**src/include/cac_pkg.sv**
```systemverilog
// constants, register map and carrier types of the calendar alarm clock
package cac_pkg;

  // ==========================================================
  // register bus
  localparam int ADDR_W = 6;
  localparam int DATA_W = 32;

  typedef struct packed {
    logic [ADDR_W-1:0] addr;
    logic [DATA_W-1:0] wdata;
    logic we;
    logic re;
  } cac_req_t;

  // ==========================================================
  // register offsets (byte addresses)
  localparam logic [ADDR_W-1:0] OFS_CTL0 = 6'h00;
  localparam logic [ADDR_W-1:0] OFS_CTL1 = 6'h04;
  localparam logic [ADDR_W-1:0] OFS_SCMP = 6'h08;
  localparam logic [ADDR_W-1:0] OFS_YEAR = 6'h0C;
  localparam logic [ADDR_W-1:0] OFS_MONTH = 6'h10;
  localparam logic [ADDR_W-1:0] OFS_DAY = 6'h14;
  localparam logic [ADDR_W-1:0] OFS_WEEK = 6'h18;
  localparam logic [ADDR_W-1:0] OFS_HOUR = 6'h1C;
  localparam logic [ADDR_W-1:0] OFS_MIN = 6'h20;
  localparam logic [ADDR_W-1:0] OFS_SEC = 6'h24;
  localparam logic [ADDR_W-1:0] OFS_ALW = 6'h28;
  localparam logic [ADDR_W-1:0] OFS_ALH = 6'h2C;
  localparam logic [ADDR_W-1:0] OFS_ALM = 6'h30;
  localparam logic [ADDR_W-1:0] OFS_CTL2 = 6'h34;
  localparam logic [ADDR_W-1:0] OFS_SUB = 6'h38;

  // ==========================================================
  // field positions
  localparam int CTL0_START_BIT = 4;
  localparam int CTL0_H24_BIT = 5;
  localparam int CTL1_CT_LSB = 0;
  localparam int CTL1_CT_W = 3;
  localparam int CTL1_SEC_IRQ_BIT = 3;
  localparam int CTL1_ALM_BIT = 4;
  localparam int CTL1_HZ_BIT = 5;
  localparam int CTL2_RUN_STOP_BIT = 0;
  localparam int CTL2_WAKE_BIT = 1;
  localparam int HOUR_PM_BIT = 5;

  // cycle interrupt period codes
  localparam logic [CTL1_CT_W-1:0] CT_SEC = 3'h3;
  localparam logic [CTL1_CT_W-1:0] CT_MIN = 3'h4;
  localparam logic [CTL1_CT_W-1:0] CT_HOUR = 3'h5;
  localparam logic [CTL1_CT_W-1:0] CT_DAY = 3'h6;
  localparam logic [CTL1_CT_W-1:0] CT_MONTH = 3'h7;

  // ==========================================================
  // reset values and bcd calendar limits
  localparam logic [7:0] CTL0_RST = 8'h00;
  localparam logic [7:0] CTL1_RST = 8'h00;
  localparam logic [7:0] CTL2_RST = 8'h00;
  localparam logic [31:0] SCMP_RST = 32'h0003_D3B4;
  localparam logic [7:0] ALW_RST = 8'h00;
  localparam logic [7:0] BCD_ZERO = 8'h00;
  localparam logic [7:0] BCD_ONE = 8'h01;
  localparam logic [7:0] LAST_SEC = 8'h59;
  localparam logic [7:0] LAST_HOUR24 = 8'h23;
  localparam logic [7:0] HOUR_ELEVEN = 8'h11;
  localparam logic [7:0] HOUR_NOON = 8'h12;
  localparam logic [7:0] LAST_MONTH = 8'h12;
  localparam logic [7:0] LAST_YEAR = 8'h99;
  localparam logic [7:0] LAST_WEEK = 8'h06;

  // calendar in two-digit bcd, week as 0..6
  typedef struct packed {
    logic [7:0] year;
    logic [7:0] month;
    logic [7:0] day;
    logic [7:0] week;
    logic [7:0] hour;
    logic [7:0] minute;
    logic [7:0] second;
  } cac_time_t;

  localparam cac_time_t TIME_RST = '{
    year: 8'h00, month: 8'h01, day: 8'h01, week: 8'h00,
    hour: 8'h00, minute: 8'h00, second: 8'h00};

endpackage

```
**src/rtl/cac_clock.sv**
```systemverilog
// calendar alarm clock: bcd time keeping, alarm, one-second events
//
// The address-and-strobe port and the register offsets were decided locally.
`timescale 1ns/100ps

// Overview of operation
// - time advances once per second; pulse at that rate, cycle irq per second, minute, hour, day or month
// - control_first 0x10 starts counting in 12-hour format
// - control_first 0x30 starts counting in 24-hour format
// - control_second 0x33 enables pulse, alarm and 1 s cycle irq
// - sub-counter meets programmable compare value to mark each second
// - week count 0..6 with tuesday 2; alarm weekday is a bit mask
// - alarm irq when weekday, hour and minute match alarm settings
// - counting continues in stop mode when so configured
// - alarm event can request wakeup out of stop mode
// - separate one-second irq independent of cycle irq enable
module cac_clock (
  input wire logic core_clk,
  input wire logic rst,
  input wire cac_pkg::cac_req_t reg_req,
  output logic [cac_pkg::DATA_W-1:0] reg_rdata,
  input wire logic stop_mode,
  output logic cycle_irq,
  output logic one_second_irq,
  output logic alarm_irq,
  output logic one_hz_pulse_out,
  output logic wakeup_req
);
  import cac_pkg::*;

  // ==========================================================
  // helper functions

  // next bcd value, lower digit rolls at nine
  function automatic logic [7:0] bcd_inc(input logic [7:0] v);
    bcd_inc = (v[3:0] == 4'h9) ? {v[7:4] + 4'h1, 4'h0} : v + 8'h01;
  endfunction

  // step with wrap: {carry, next}
  function automatic logic [8:0] bcd_step(input logic [7:0] v,
                                          input logic [7:0] last,
                                          input logic [7:0] first);
    bcd_step = (v == last) ? {1'b1, first} : {1'b0, bcd_inc(v)};
  endfunction

  // leap year on a bcd year of the century
  // the century is not kept, so year 00 is taken as a leap year
  function automatic logic bcd_leap(input logic [7:0] y);
    if (y[4]) begin
      bcd_leap = (y[3:0] == 4'h2) || (y[3:0] == 4'h6);
    end else begin
      bcd_leap = (y[3:0] == 4'h0) || (y[3:0] == 4'h4) ||
                 (y[3:0] == 4'h8);
    end
  endfunction

  // last day of the month in bcd
  function automatic logic [7:0] month_last(input logic [7:0] m,
                                            input logic [7:0] y);
    case (m)
      8'h02: month_last = bcd_leap(y) ? 8'h29 : 8'h28;
      8'h04, 8'h06, 8'h09, 8'h11: month_last = 8'h30;
      default: month_last = 8'h31;
    endcase
  endfunction

  // 12-hour step: 11am->12pm, 12pm->1pm, 11pm->12am with day carry
  // pm flag in bit 5: 12-hour values run 0x01..0x12 and 0x21..0x32
  function automatic logic [8:0] hour12_step(input logic [7:0] h);
    logic pm;
    logic [7:0] hv;
    pm = h[HOUR_PM_BIT];
    hv = h & ~(8'h01 << HOUR_PM_BIT);
    if (hv == HOUR_ELEVEN) begin
      hour12_step = {pm, (pm ? HOUR_NOON : (HOUR_NOON | 8'h20))};
    end else if (hv == HOUR_NOON) begin
      hour12_step = {1'b0, (BCD_ONE | (h & 8'h20))};
    end else begin
      hour12_step = {1'b0, (bcd_inc(hv) | (h & 8'h20))};
    end
  endfunction

  // ==========================================================
  // state
  logic [7:0] ctl0_q, ctl0_d, ctl1_q, ctl1_d, ctl2_q, ctl2_d;
  logic [31:0] scmp_q, scmp_d, sub_q, sub_d;
  cac_time_t tm_q, tm_d;
  logic [7:0] alw_q, alw_d, alh_q, alh_d, alm_q, alm_d;
  logic match_q, match_d;
  logic [DATA_W-1:0] rdata_q, rdata_d;
  logic cyc_q, cyc_d, sec_q, sec_d, alm_irq_q, alm_irq_d;
  logic hz_q, hz_d, wake_q, wake_d;

  logic run, sec_tick, min_c, hour_c, day_c, month_c;
  logic [8:0] s_sec, s_min, s_hour, s_day, s_mon, s_year;
  logic [CTL1_CT_W-1:0] ct;
  logic match, alarm_evt;

  // ==========================================================
  // time base and calendar cascade
  always_comb begin
    // counting enabled by start bit, held in stop unless told to run
    run = ctl0_q[CTL0_START_BIT] &&
          (!stop_mode || ctl2_q[CTL2_RUN_STOP_BIT]);
    sec_tick = run && (sub_q == scmp_q);
    // cleared while start is off, so a restart gives a whole first second;
    // held, not cleared, while stop mode pauses it
    if (!ctl0_q[CTL0_START_BIT]) begin
      sub_d = '0;
    end else if (!run) begin
      sub_d = sub_q;
    end else if (sec_tick) begin
      sub_d = '0;
    end else begin
      sub_d = sub_q + 32'h0000_0001;
    end

    s_sec = bcd_step(tm_q.second, LAST_SEC, BCD_ZERO);
    s_min = bcd_step(tm_q.minute, LAST_SEC, BCD_ZERO);
    if (ctl0_q[CTL0_H24_BIT]) begin
      s_hour = bcd_step(tm_q.hour, LAST_HOUR24, BCD_ZERO);
    end else begin
      s_hour = hour12_step(tm_q.hour);
    end
    s_day = bcd_step(tm_q.day, month_last(tm_q.month, tm_q.year),
                     BCD_ONE);
    s_mon = bcd_step(tm_q.month, LAST_MONTH, BCD_ONE);
    s_year = bcd_step(tm_q.year, LAST_YEAR, BCD_ZERO);

    min_c = sec_tick && s_sec[8];
    hour_c = min_c && s_min[8];
    day_c = hour_c && s_hour[8];
    month_c = day_c && s_day[8];

    tm_d = tm_q;
    if (sec_tick) begin
      tm_d.second = s_sec[7:0];
    end
    if (min_c) begin
      tm_d.minute = s_min[7:0];
    end
    if (hour_c) begin
      tm_d.hour = s_hour[7:0];
    end
    if (day_c) begin
      tm_d.day = s_day[7:0];
      tm_d.week = (tm_q.week >= LAST_WEEK) ? BCD_ZERO
                                           : tm_q.week + 8'h01;
    end
    if (month_c) begin
      tm_d.month = s_mon[7:0];
    end
    if (month_c && s_mon[8]) begin
      tm_d.year = s_year[7:0];
    end

    // software writes override the cascade in the same cycle; carries to
    // the upper fields still follow the old value, so software should
    // load the time with counting stopped
    ctl0_d = ctl0_q;
    ctl1_d = ctl1_q;
    ctl2_d = ctl2_q;
    scmp_d = scmp_q;
    alw_d = alw_q;
    alh_d = alh_q;
    alm_d = alm_q;
    if (reg_req.we) begin
      case (reg_req.addr)
        OFS_CTL0: ctl0_d = reg_req.wdata[7:0];
        OFS_CTL1: ctl1_d = reg_req.wdata[7:0];
        OFS_CTL2: ctl2_d = reg_req.wdata[7:0];
        OFS_SCMP: scmp_d = reg_req.wdata;
        OFS_YEAR: tm_d.year = reg_req.wdata[7:0];
        OFS_MONTH: tm_d.month = reg_req.wdata[7:0];
        OFS_DAY: tm_d.day = reg_req.wdata[7:0];
        OFS_WEEK: tm_d.week = reg_req.wdata[7:0];
        OFS_HOUR: tm_d.hour = reg_req.wdata[7:0];
        OFS_MIN: tm_d.minute = reg_req.wdata[7:0];
        OFS_SEC: tm_d.second = reg_req.wdata[7:0];
        OFS_ALW: alw_d = reg_req.wdata[7:0];
        OFS_ALH: alh_d = reg_req.wdata[7:0];
        OFS_ALM: alm_d = reg_req.wdata[7:0];
        default: ;
      endcase
    end
  end

  // ==========================================================
  // events and output pulses
  always_comb begin
    ct = ctl1_q[CTL1_CT_LSB +: CTL1_CT_W];
    case (ct)
      CT_SEC: cyc_d = sec_tick;
      CT_MIN: cyc_d = min_c;
      CT_HOUR: cyc_d = hour_c;
      CT_DAY: cyc_d = day_c;
      CT_MONTH: cyc_d = month_c;
      default: cyc_d = 1'b0;
    endcase
    sec_d = sec_tick && ctl1_q[CTL1_SEC_IRQ_BIT];
    // weekday mask bit selected by current week count; a week value above
    // six never matches, so a bad write cannot index past the mask
    match = (tm_q.week <= LAST_WEEK) && alw_q[tm_q.week[2:0]] &&
            (tm_q.hour == alh_q) && (tm_q.minute == alm_q);
    // the registered match turns a long match into a single event, which
    // is consumed even while both the irq and the wakeup are disabled
    match_d = match;
    alarm_evt = match && !match_q;
    alm_irq_d = alarm_evt && ctl1_q[CTL1_ALM_BIT];
    wake_d = alarm_evt && ctl2_q[CTL2_WAKE_BIT];
    // high for the first half of each second; the split follows the
    // compare value, so the duty stays near half for any nonzero setting
    hz_d = ctl1_q[CTL1_HZ_BIT] && run &&
           (sub_q <= (scmp_q >> 1));
  end

  // ==========================================================
  // register read mux, data one cycle after the strobe
  // the data stand for that one cycle only; otherwise the port reads zero
  always_comb begin
    rdata_d = '0;
    if (reg_req.re) begin
      case (reg_req.addr)
        OFS_CTL0: rdata_d = {24'h00_0000, ctl0_q};
        OFS_CTL1: rdata_d = {24'h00_0000, ctl1_q};
        OFS_CTL2: rdata_d = {24'h00_0000, ctl2_q};
        OFS_SCMP: rdata_d = scmp_q;
        OFS_YEAR: rdata_d = {24'h00_0000, tm_q.year};
        OFS_MONTH: rdata_d = {24'h00_0000, tm_q.month};
        OFS_DAY: rdata_d = {24'h00_0000, tm_q.day};
        OFS_WEEK: rdata_d = {24'h00_0000, tm_q.week};
        OFS_HOUR: rdata_d = {24'h00_0000, tm_q.hour};
        OFS_MIN: rdata_d = {24'h00_0000, tm_q.minute};
        OFS_SEC: rdata_d = {24'h00_0000, tm_q.second};
        OFS_ALW: rdata_d = {24'h00_0000, alw_q};
        OFS_ALH: rdata_d = {24'h00_0000, alh_q};
        OFS_ALM: rdata_d = {24'h00_0000, alm_q};
        OFS_SUB: rdata_d = sub_q;
        default: rdata_d = '0;
      endcase
    end
  end

  // ==========================================================
  // time base and register file state
  always_ff @(posedge core_clk) begin
    if (rst) begin
      ctl0_q <= CTL0_RST;
      ctl1_q <= CTL1_RST;
      ctl2_q <= CTL2_RST;
      scmp_q <= SCMP_RST;
      sub_q <= '0;
      tm_q <= TIME_RST;
      alw_q <= ALW_RST;
      alh_q <= BCD_ZERO;
      alm_q <= BCD_ZERO;
    end else begin
      ctl0_q <= ctl0_d;
      ctl1_q <= ctl1_d;
      ctl2_q <= ctl2_d;
      scmp_q <= scmp_d;
      sub_q <= sub_d;
      tm_q <= tm_d;
      alw_q <= alw_d;
      alh_q <= alh_d;
      alm_q <= alm_d;
    end
  end

  // event state and the registered event outputs
  always_ff @(posedge core_clk) begin
    if (rst) begin
      match_q <= 1'b0;
      cyc_q <= 1'b0;
      sec_q <= 1'b0;
      alm_irq_q <= 1'b0;
      hz_q <= 1'b0;
      wake_q <= 1'b0;
    end else begin
      match_q <= match_d;
      cyc_q <= cyc_d;
      sec_q <= sec_d;
      alm_irq_q <= alm_irq_d;
      hz_q <= hz_d;
      wake_q <= wake_d;
    end
  end

  // read data register, zero outside the read slot
  always_ff @(posedge core_clk) begin
    if (rst) begin
      rdata_q <= '0;
    end else begin
      rdata_q <= rdata_d;
    end
  end

  // outputs straight from flip-flops
  assign reg_rdata = rdata_q;
  assign cycle_irq = cyc_q;
  assign one_second_irq = sec_q;
  assign alarm_irq = alm_irq_q;
  assign one_hz_pulse_out = hz_q;
  assign wakeup_req = wake_q;

endmodule

```
**config.mk**
```make
export PLATFORM = sky130hd
export DESIGN_NAME = cac_clock
export DESIGN_NICKNAME = d
export VERILOG_FILES = /design/src/include/cac_pkg.sv /design/src/rtl/cac_clock.sv
export SDC_FILE = /design/constraint.sdc
export NUM_CORES = 1
export LEC_CHECK = 0
export BUFFER_PORTS_ARGS = -buffer_cell sky130_fd_sc_hd__clkbuf_2
export CORE_MARGIN = 1
export CORE_UTILIZATION = 40
export DETAILED_ROUTE_END_ITERATION = 16
export GPL_TIMING_DRIVEN = 1
export MAX_ROUTING_LAYER = met4
export SLEW_MARGIN = 25
export SYNTH_ARGS = -nofsm -noshare
export SYNTH_HDL_FRONTEND = slang
export SYNTH_SLANG_ARGS = --single-unit
```
**constraint.sdc**
```tcl
create_clock -name core_clk -period 6.2 [get_ports core_clk]
set_clock_uncertainty 0.15 [all_clocks]
set_input_delay 0.31 -clock core_clk [delete_from_list [all_inputs] [get_ports core_clk]]
set_output_delay 0.31 -clock core_clk [all_outputs]
set_load 0.02 [all_outputs]
```
# == Word level (Yosys, flattened, before mapping) ==
# Index checks and enable logic that the tools add are counted.
# op_classes
n_addsub,16
magnitude_cmp,4
n_eq_ne,45
mux,41
bitwise,3
reduce_logical,34
# ops
op,count
32-bit one-hot mux with 15 select lines,1
8-bit two-way mux,22
8-bit by 1-bit adder with 8-bit output (second input constant),8
9-bit two-way mux,7
56-bit two-way mux,1
6-bit equality test (second input constant),7
32-bit by 1-bit adder with 32-bit output (second input constant),1
32-bit equality test,1
32-bit by 31-bit <= comparator with 1-bit output,1
32-bit two-way mux,1
4-bit by 1-bit adder with 4-bit output (second input constant),7
4-bit equality test (second input constant),7
6-bit by 5-bit equality test with 1-bit output (second input constant),4
8-bit equality test,3
8-bit by 3-bit equality test with 1-bit output (second input constant),2
8-bit by 5-bit equality test with 1-bit output (second input constant),2
8-bit by 7-bit equality test with 1-bit output (second input constant),2
1-bit logical AND,16
16-bit two-way mux,1
7-bit by 5-bit equality test with 1-bit output (second input constant),2
2-bit AND reduction,7
3-bit equality test (second input constant),4
6-bit by 4-bit equality test with 1-bit output (second input constant),2
5-bit one-hot mux with 2 select lines,1
23 further kinds,33
# word_totals
register_bits,206
in_bits,43
elab_cells,165

# == Depth between registers and ports, before layout ==
# Gate-level depths: netlist of run 1.
# logic_depth
ltp_word,14
depth_mapped,12
depth_no_buf,10

# == Worst setup path before layout of run 1 ==
# No wires, ideal clock.
# synth_path
path_type,reg-to-reg
start,register tm_q[8] (netlist bit)
end,register tm_q[55] (netlist bit)
setup_ps,91
t_arrival_ps,2522
setup_slack_ps,3437
stages_incl_launch_ff,11
cell_sequence,dfxtp_1 > ha_1 > nor2b_2 > and2_1 > buf_4 > nand2_2 > or4_4 > nor2_2 > nand2_2 > or4_1 > a311oi_1
# synth_via
elab_chain_len,9
# synth_rtl
item,line_no,source
start: declaration,cac_clock.sv:87,"cac_time_t tm_q, tm_d;"
start signal: assignment,cac_clock.sv:263,tm_q <= tm_d;
8-bit by 7-bit equality test with 1-bit output *,cac_clock.sv:43,"bcd_step = (v == last) ? {1'b1, first} : {1'b0, bcd_inc(v)};"
9-bit two-way mux *,cac_clock.sv:43,
1-bit logical AND *,cac_clock.sv:131,hour_c = min_c && s_min[8];
1-bit logical AND *,cac_clock.sv:132,day_c = hour_c && s_hour[8];
1-bit logical AND *,cac_clock.sv:133,month_c = day_c && s_day[8];
1-bit logical AND *,cac_clock.sv:153,if (month_c && s_mon[8]) begin
8-bit two-way mux *,cac_clock.sv:153,
8-bit two-way mux,cac_clock.sv:168,case (reg_req.addr)
56-bit two-way mux *,cac_clock.sv:167,if (reg_req.we) begin
# Every way passes the cells marked *; elsewhere a longest branch is shown, timed or not.
# A chain may end at the register's enable or synchronous reset.

# == Final worst setup path of run 1 ==
# layout_path
start,register tm_q[8] (netlist bit)
end,register tm_q[31] (netlist bit)
# layout_via
elab_chain_len,7
# layout_rtl
item,line_no,source
8-bit by 7-bit equality test with 1-bit output *,cac_clock.sv:43,
9-bit two-way mux *,cac_clock.sv:43,
1-bit logical AND *,cac_clock.sv:131,
1-bit logical AND *,cac_clock.sv:132,
16-bit two-way mux *,cac_clock.sv:145,if (day_c) begin
8-bit two-way mux,cac_clock.sv:168,
56-bit two-way mux *,cac_clock.sv:167,
# Marks and branches as above.

==> impl_metrics.py, run 1 <==
metrics = {
    "detailed_routing": {
        "top_layer_used": "met4",
        "drt_iter0_markers": 1035,
        "viasPerCell": 5.885,
        "wl_per_cell_um": 21.03,
        "antenna_left": 0,
        "routedLengthMet1_um": 18130,
        "dr_wl_met3_um": 3254,
        "vias": 11270,
        "drc": 0,
        "dr_wl_met2_um": 17750,
        "routed_wl_um": 40280,
        "drtPass1Iterations": 7,
    },
    "floorplanning": {
        "die_x_um": 173.2,
        "rows": 62,
        "pin_count": 80,
        "die_y_um": 173.2,
        "start_util_pct": 40.71,
        "die_area_mm2": 0.02998,
        "core_area_mm2": 0.02878,
    },
    "timing": {
        "min_period_over_period_pct": 57.12,
        "setup_viol": 0,
        "finalHoldViolations": 0,
        "tightest_slew_ns": 1.163,
        "rsz0062_at_grt": "no",
        "max_freq_mhz": 282.4,
        "drv_slew": 0,
        "fin_tns_setup_ns": 0,
        "fin_crit_ns": 3.542,
        "setup_slack_ns": 2.659,
        "slew_headroom_pct": 21.88,
    },
    "cells_and_area": {
        "stdcell_area_mm2": 0.01339,
        "drive_gt1_share_pct": 11.17,
        "layout_commonest_cell": "dfxtp_1",
        "nets": 1607,
        "final_cell_mix": "dfxtp_1, nand2_1, nor2_1, a21oi_1, clkbuf_2",
        "final_util_pct": 46.52,
        "area_growth_pct": 14.27,
        "fill_cells": 2823,
        "n_antenna_cell": 0,
        "final_cells": 1915,
    },
    "critical_path": {
        "crit_fanout": 10,
        "cp_slowest_cell": "or4_4",
        "critPathMaxStageDelay_ns": 0.58,
        "path_cells": "ha_1 -> nor2b_2 -> and2_1 -> nand2_2 -> or4_4 -> or2_0 -> nor3_2 -> a31oi_1 -> o32ai_1",
        "cp.arrival_ns": 3.83,
        "critPathKind": "reg2reg",
        "critPathRequiredTime_ns": 6.49,
        "start_kind": "flip-flop",
        "critPathCaptureType": "flip-flop",
    },
    "clock_network": {
        "post_cts_buffers": 0,
        "cts_made_buffers": 25,
        "clockBufferDepth": 3,
        "ctsRootBufferMaster": "clkbuf_16",
        "clk_pin_slew_ns": 0.06,
        "clock_latency_ns": 0.54,
        "cts_sinks": 206,
        "tritoncts": "yes",
        "htree_levels": 1,
    },
    "synth": {
        "async_reset_ff_share_pct": 0,
        "synthFlopType": "dfxtp_1",
        "yosysUniqueCellTypes": 73,
        "syn_area_mm2": 0.01172,
        "yosysTopAreaCell": "dfxtp_1",
        "yosys_warnings": 0,
        "synth_area_leaders": "dfxtp_1, nand2_1, ha_1, a21oi_1, nor2_1",
        "postSynthCellCount": 1464,
        "synth_edf_count": 0,
        "synth_top_area_share_pct": 35.19,
        "synth_fp_nets": 1559,
        "synth-seq-cells": 206,
        "seq_area_frac_synth_pct": 35.19,
        "syn_area_per_cell_um2": 8.004,
    },
    "outcome": {
        "outcome": "complete, no violations",
    },
    "global_route": {
        "antenna_found_initial": 0,
        "grt-ovfl-total": 0,
        "grt_usage_pct": 27.31,
        "grt_start_max_net_pins": 85,
        "grt_pass1_vias": 10412,
        "grt_pass1_wl_um": 62220,
    },
    "power": {
        "peakVddDrop_mv": 0.1832,
        "cellPowerDensity_mw_per_mm2": 219.4,
        "cellLeakagePower_uw": 0.004826,
    },
    "min_path": {
        "hold_class": "in2reg",
    },
    "placed_design": {
        "dpl.hpwl_um": 27760,
        "dp_cells": 1844,
        "dpl_cell_area_mm2": 0.01231,
        "routabilityCongestion": 0.9696,
        "port_buffers": 79,
        "dp_slack_ns": 2.809,
    },
    "job": {
        "maxCapViolations": 0,
    },
}
metrics by stage:
step           hold slack [ns]  power, uW
2_1_floorplan           0.2790       1434
3_3_place_gp            0.2961       1491
3_5_place_dp            0.3081       1491
4_1_cts                0.06123       2953
5_1_grt                0.07756       3017
6_report               0.05940       2938
layout make-up:
cell class,count,area (um2),share of cell area (%)
clock buffer,34,749.5,5.598
clock inverter,12,75.07,0.5607
sequential,206,4124,30.80
multi-input combinational,1106,7004,52.31
timing repair buffer,117,745.7,5.570
inverter,56,210.2,1.570
tap,384,480.5,3.588
routing by layer:
metal / up-vias / global-route usage (%)
li1: 5318 / -
met1: 5419 / 38.13
met2: 458 / 40.22
met3: 75 / 4.134
met4: 0 / 8.776
met5: - / -
cell families after synthesis:
logic type	synth area share (%)
XOR/XNOR	6.877
AO/OA/AOI/OAI	19.16
adder cells (fa/ha/maj)	5.553
AND/OR/NAND/NOR	24.28
flip-flops	35.19
buffers and inverters	5.158
multiplexers	3.780
report_power, final:
| part | total, uW | leakage (uW) | switching, uW | internal, uW |
|---|---|---|---|---|
| clock | 1460 | 0.000409 | 615 | 846 |
| combinational | 137 | 0.00276 | 93.3 | 43.9 |
| sequential | 1340 | 0.00166 | 11.2 | 1330 |
| total | 2940 | 0.00483 | 719 | 2220 |
synthesized netlist by cell type, drive strengths merged, types with 27 or more instances:
cell type,instances
a21oi,113
a22oi,38
clkbuf,78
dfxtp,206
ha,52
inv,55
nand2,203
nand3,59
nand4,27
nor2,151
nor3,28
o21ai,40
xnor2,46
xor2,46
worst paths after layout:
kind	start	to	slack, ns	depth (start not counted)
setup / recovery	tm_q[8]$_SDFF_PP0_	tm_q[31]$_SDFF_PP0_	2.66	9
hold / removal	rst	tm_q[19]$_SDFF_PP0_	0.06	2
setup reg to reg	tm_q[8]$_SDFF_PP0_	tm_q[31]$_SDFF_PP0_	2.66	9
hold reg to reg	ctl1_q[7]$_SDFFE_PP0P_	ctl1_q[7]$_SDFFE_PP0P_	0.32	2
critical path: cells and delay by family (launching register included):
family	cells	cell delay, ns
flops	1	0.47
compound gates	2	0.43
simple gates	6	2.20
fa+ha+maj	1	0.18
flip-flops by register name, indices dropped and copies added, names as in the netlist, 8 cells and up:
register   cells
ctl0_q         8
ctl1_q         8
tm_q          56
alh_q          8
alm_q          8
reg_rdata     32
alw_q          8
scmp_q        32
sub_q         32
ctl2_q         8
repair_timing:
action                    CTS  global route
hold endpoints to repair   26             0
hold buffers               25             0
resized for setup           0             0
Power figures use the tool's default switching activity.
==> inputs of run 2 (changes only) <==
- clock period: 6.2 -> 3.31 ns (I/O delays scaled with it)
==> run 2 against run 1 <==
  * Global-route usage grew 0.44 points
  * Flip-flop and latch count is the same
  * Hold slack got worse by 0.0025 ns
  * Register-to-register slack got worse by 2.5 ns
==> impl_metrics.py, run 2 (synthesized netlist as in run 1, its figures left out) <==
metrics = {
    "outcome": {
        "outcome": "complete, no violations",
    },
    "global_route": {
        "grt-ovfl-total": 0,
        "antenna_found_initial": 0,
        "grt_start_max_net_pins": 83,
        "grt_usage_pct": 27.75,
        "grt_pass1_vias": 10872,
        "grt_pass1_wl_um": 63490,
    },
    "timing": {
        "fin_crit_ns": 3.128,
        "max_freq_mhz": 319.7,
        "drv_slew": 0,
        "fin_tns_setup_ns": 0,
        "tightest_slew_ns": 0.9890,
        "setup_viol": 0,
        "min_period_over_period_pct": 94.50,
        "finalHoldViolations": 0,
        "setup_slack_ns": 0.1822,
        "rsz0062_at_grt": "no",
        "hold_ws_ns": 0.05693,
        "slew_headroom_pct": 34.07,
    },
    "clock_network": {
        "ctsRootBufferMaster": "clkbuf_16",
        "cts_sinks": 206,
        "clk_pin_slew_ns": 0.06,
        "clockBufferDepth": 3,
        "cts_made_buffers": 24,
        "clock_latency_ns": 0.53,
        "tritoncts": "yes",
        "htree_levels": 1,
    },
    "floorplanning": {
        "rows": 62,
        "die_x_um": 173.2,
        "die_y_um": 173.2,
        "pin_count": 80,
        "start_util_pct": 40.71,
        "core_area_mm2": 0.02878,
        "die_area_mm2": 0.02998,
    },
    "critical_path": {
        "critPathKind": "reg2reg",
        "critPathRequiredTime_ns": 3.60,
        "r2r_start": "tm_q[42]$_SDFF_PP0_",
        "cp.arrival_ns": 3.42,
        "critPathCaptureType": "flip-flop",
        "start_kind": "flip-flop",
        "crit_fanout": 12,
        "reg2reg_depth": 8,
        "rrSetupSlack_ns": 0.18,
        "timing.rr.end": "tm_q[50]$_SDFF_PP0_",
    },
    "cells_and_area": {
        "drive_gt1_share_pct": 14.16,
        "final_cell_mix": "dfxtp_1, nand2_1, nor2_1, a21oi_1, clkbuf_2",
        "max_flop_register": "tm_q",
        "nets": 1667,
        "largest_reg_flops": 56,
        "final_util_pct": 48.51,
        "layout_commonest_cell": "dfxtp_1",
        "area_growth_pct": 19.15,
        "n_antenna_cell": 0,
    },
    "detailed_routing": {
        "drt_iter0_markers": 1119,
        "viasPerCell": 5.825,
        "antenna_left": 0,
        "drtPass1Iterations": 10,
        "drc": 0,
        "vias": 11493,
        "wl_per_cell_um": 20.75,
        "routed_wl_um": 40930,
    },
    "min_path": {
        "min_path_cells": 3,
        "hold_class": "in2reg",
        "min_from": "reg_req[7]",
        "min_to": "alh_q[5]$_SDFFE_PP0P_",
    },
    "placed_design": {
        "routabilityCongestion": 0.9551,
        "dp_slack_ns": 0.1517,
        "dpl.hpwl_um": 29000,
        "port_buffers": 79,
    },
    "job": {
        "maxCapViolations": 0,
    },
    "power": {
        "peakVddDrop_mv": 0.4078,
        "cellPowerDensity_mw_per_mm2": 415.0,
        "cellLeakagePower_uw": 0.005185,
    },
}
## run 2: how the worst max path moves through the flow
stage / from / to / slack [ns] / cells past startpoint
6_report: tm_q[42]$_SDFF_PP0_ / tm_q[50]$_SDFF_PP0_ / 0.18 / 8
2_1_floorplan: tm_q[8]$_SDFF_PP0_ / tm_q[55]$_SDFF_PP0_ / 0.55 / 10
4_1_cts: tm_q[0]$_SDFF_PP0_ / tm_q[51]$_SDFF_PP0_ / 0.12 / 8
5_1_grt: tm_q[0]$_SDFF_PP0_ / tm_q[51]$_SDFF_PP0_ / 0.005 / 8
3_5_place_dp: tm_q[0]$_SDFF_PP0_ / tm_q[51]$_SDFF_PP0_ / 0.15 / 8
3_3_place_gp: sub_q[23]$_SDFFE_PP0N_ / tm_q[49]$_SDFF_PP0_ / 0.25 / 8
## run 2: critical path, cell delays in order, from the launching register on
cell	delay, ns
dfxtp_1	0.72
nor2b_1	0.16
a22o_1	0.29
a32oi_1	0.17
o2111ai_1	0.25
a211oi_2	0.47
nand3_1	0.22
or3_1	0.35
a311oi_1	0.26
## run 2: area by class of cell
cell class	instances	area (um2)
Clock buffer	35	733.2
Clock inverter	8	165.2
Fill cell	2872	14820
Inverter	56	210.2
Multi-Input combinational cell	1106	7014
Sequential cell	206	4124
Tap cell	384	480.5
Timing Repair Buffer	178	1234
## run 2: metrics by stage
step	instances	instance area, um2	total power (uW)
after global placement	1903	12780	2801
after CTS	1973	13950	5824
after global routing	1973	13960	5957
after detailed placement	1903	12780	2801
final	1973	13960	5794
after floorplan	1464	11720	2685
## run 2: power by group
group | internal [uW] | switching [uW]
Sequential | 2490 | 13.8
Combinational | 90.2 | 187
Clock | 1920 | 1100
Total | 4490 | 1300
## run 2: layer usage
metal | GRT usage [%] | routed length (um)
met2 | 40.22 | 17600
met3 | 5.409 | 3780
met5 | - | 0
met4 | 8.850 | 1185
met1 | 38.53 | 18360
## run 2: repair_timing
action / 4_1_cts / 5_1_grt
setup endpoints to repair: 0 / 4
buffers inserted: 0 / 0
hold buffers: 27 / 0
endpoints found under the hold margin: 50 / 0
gates resized for setup: 0 / 2
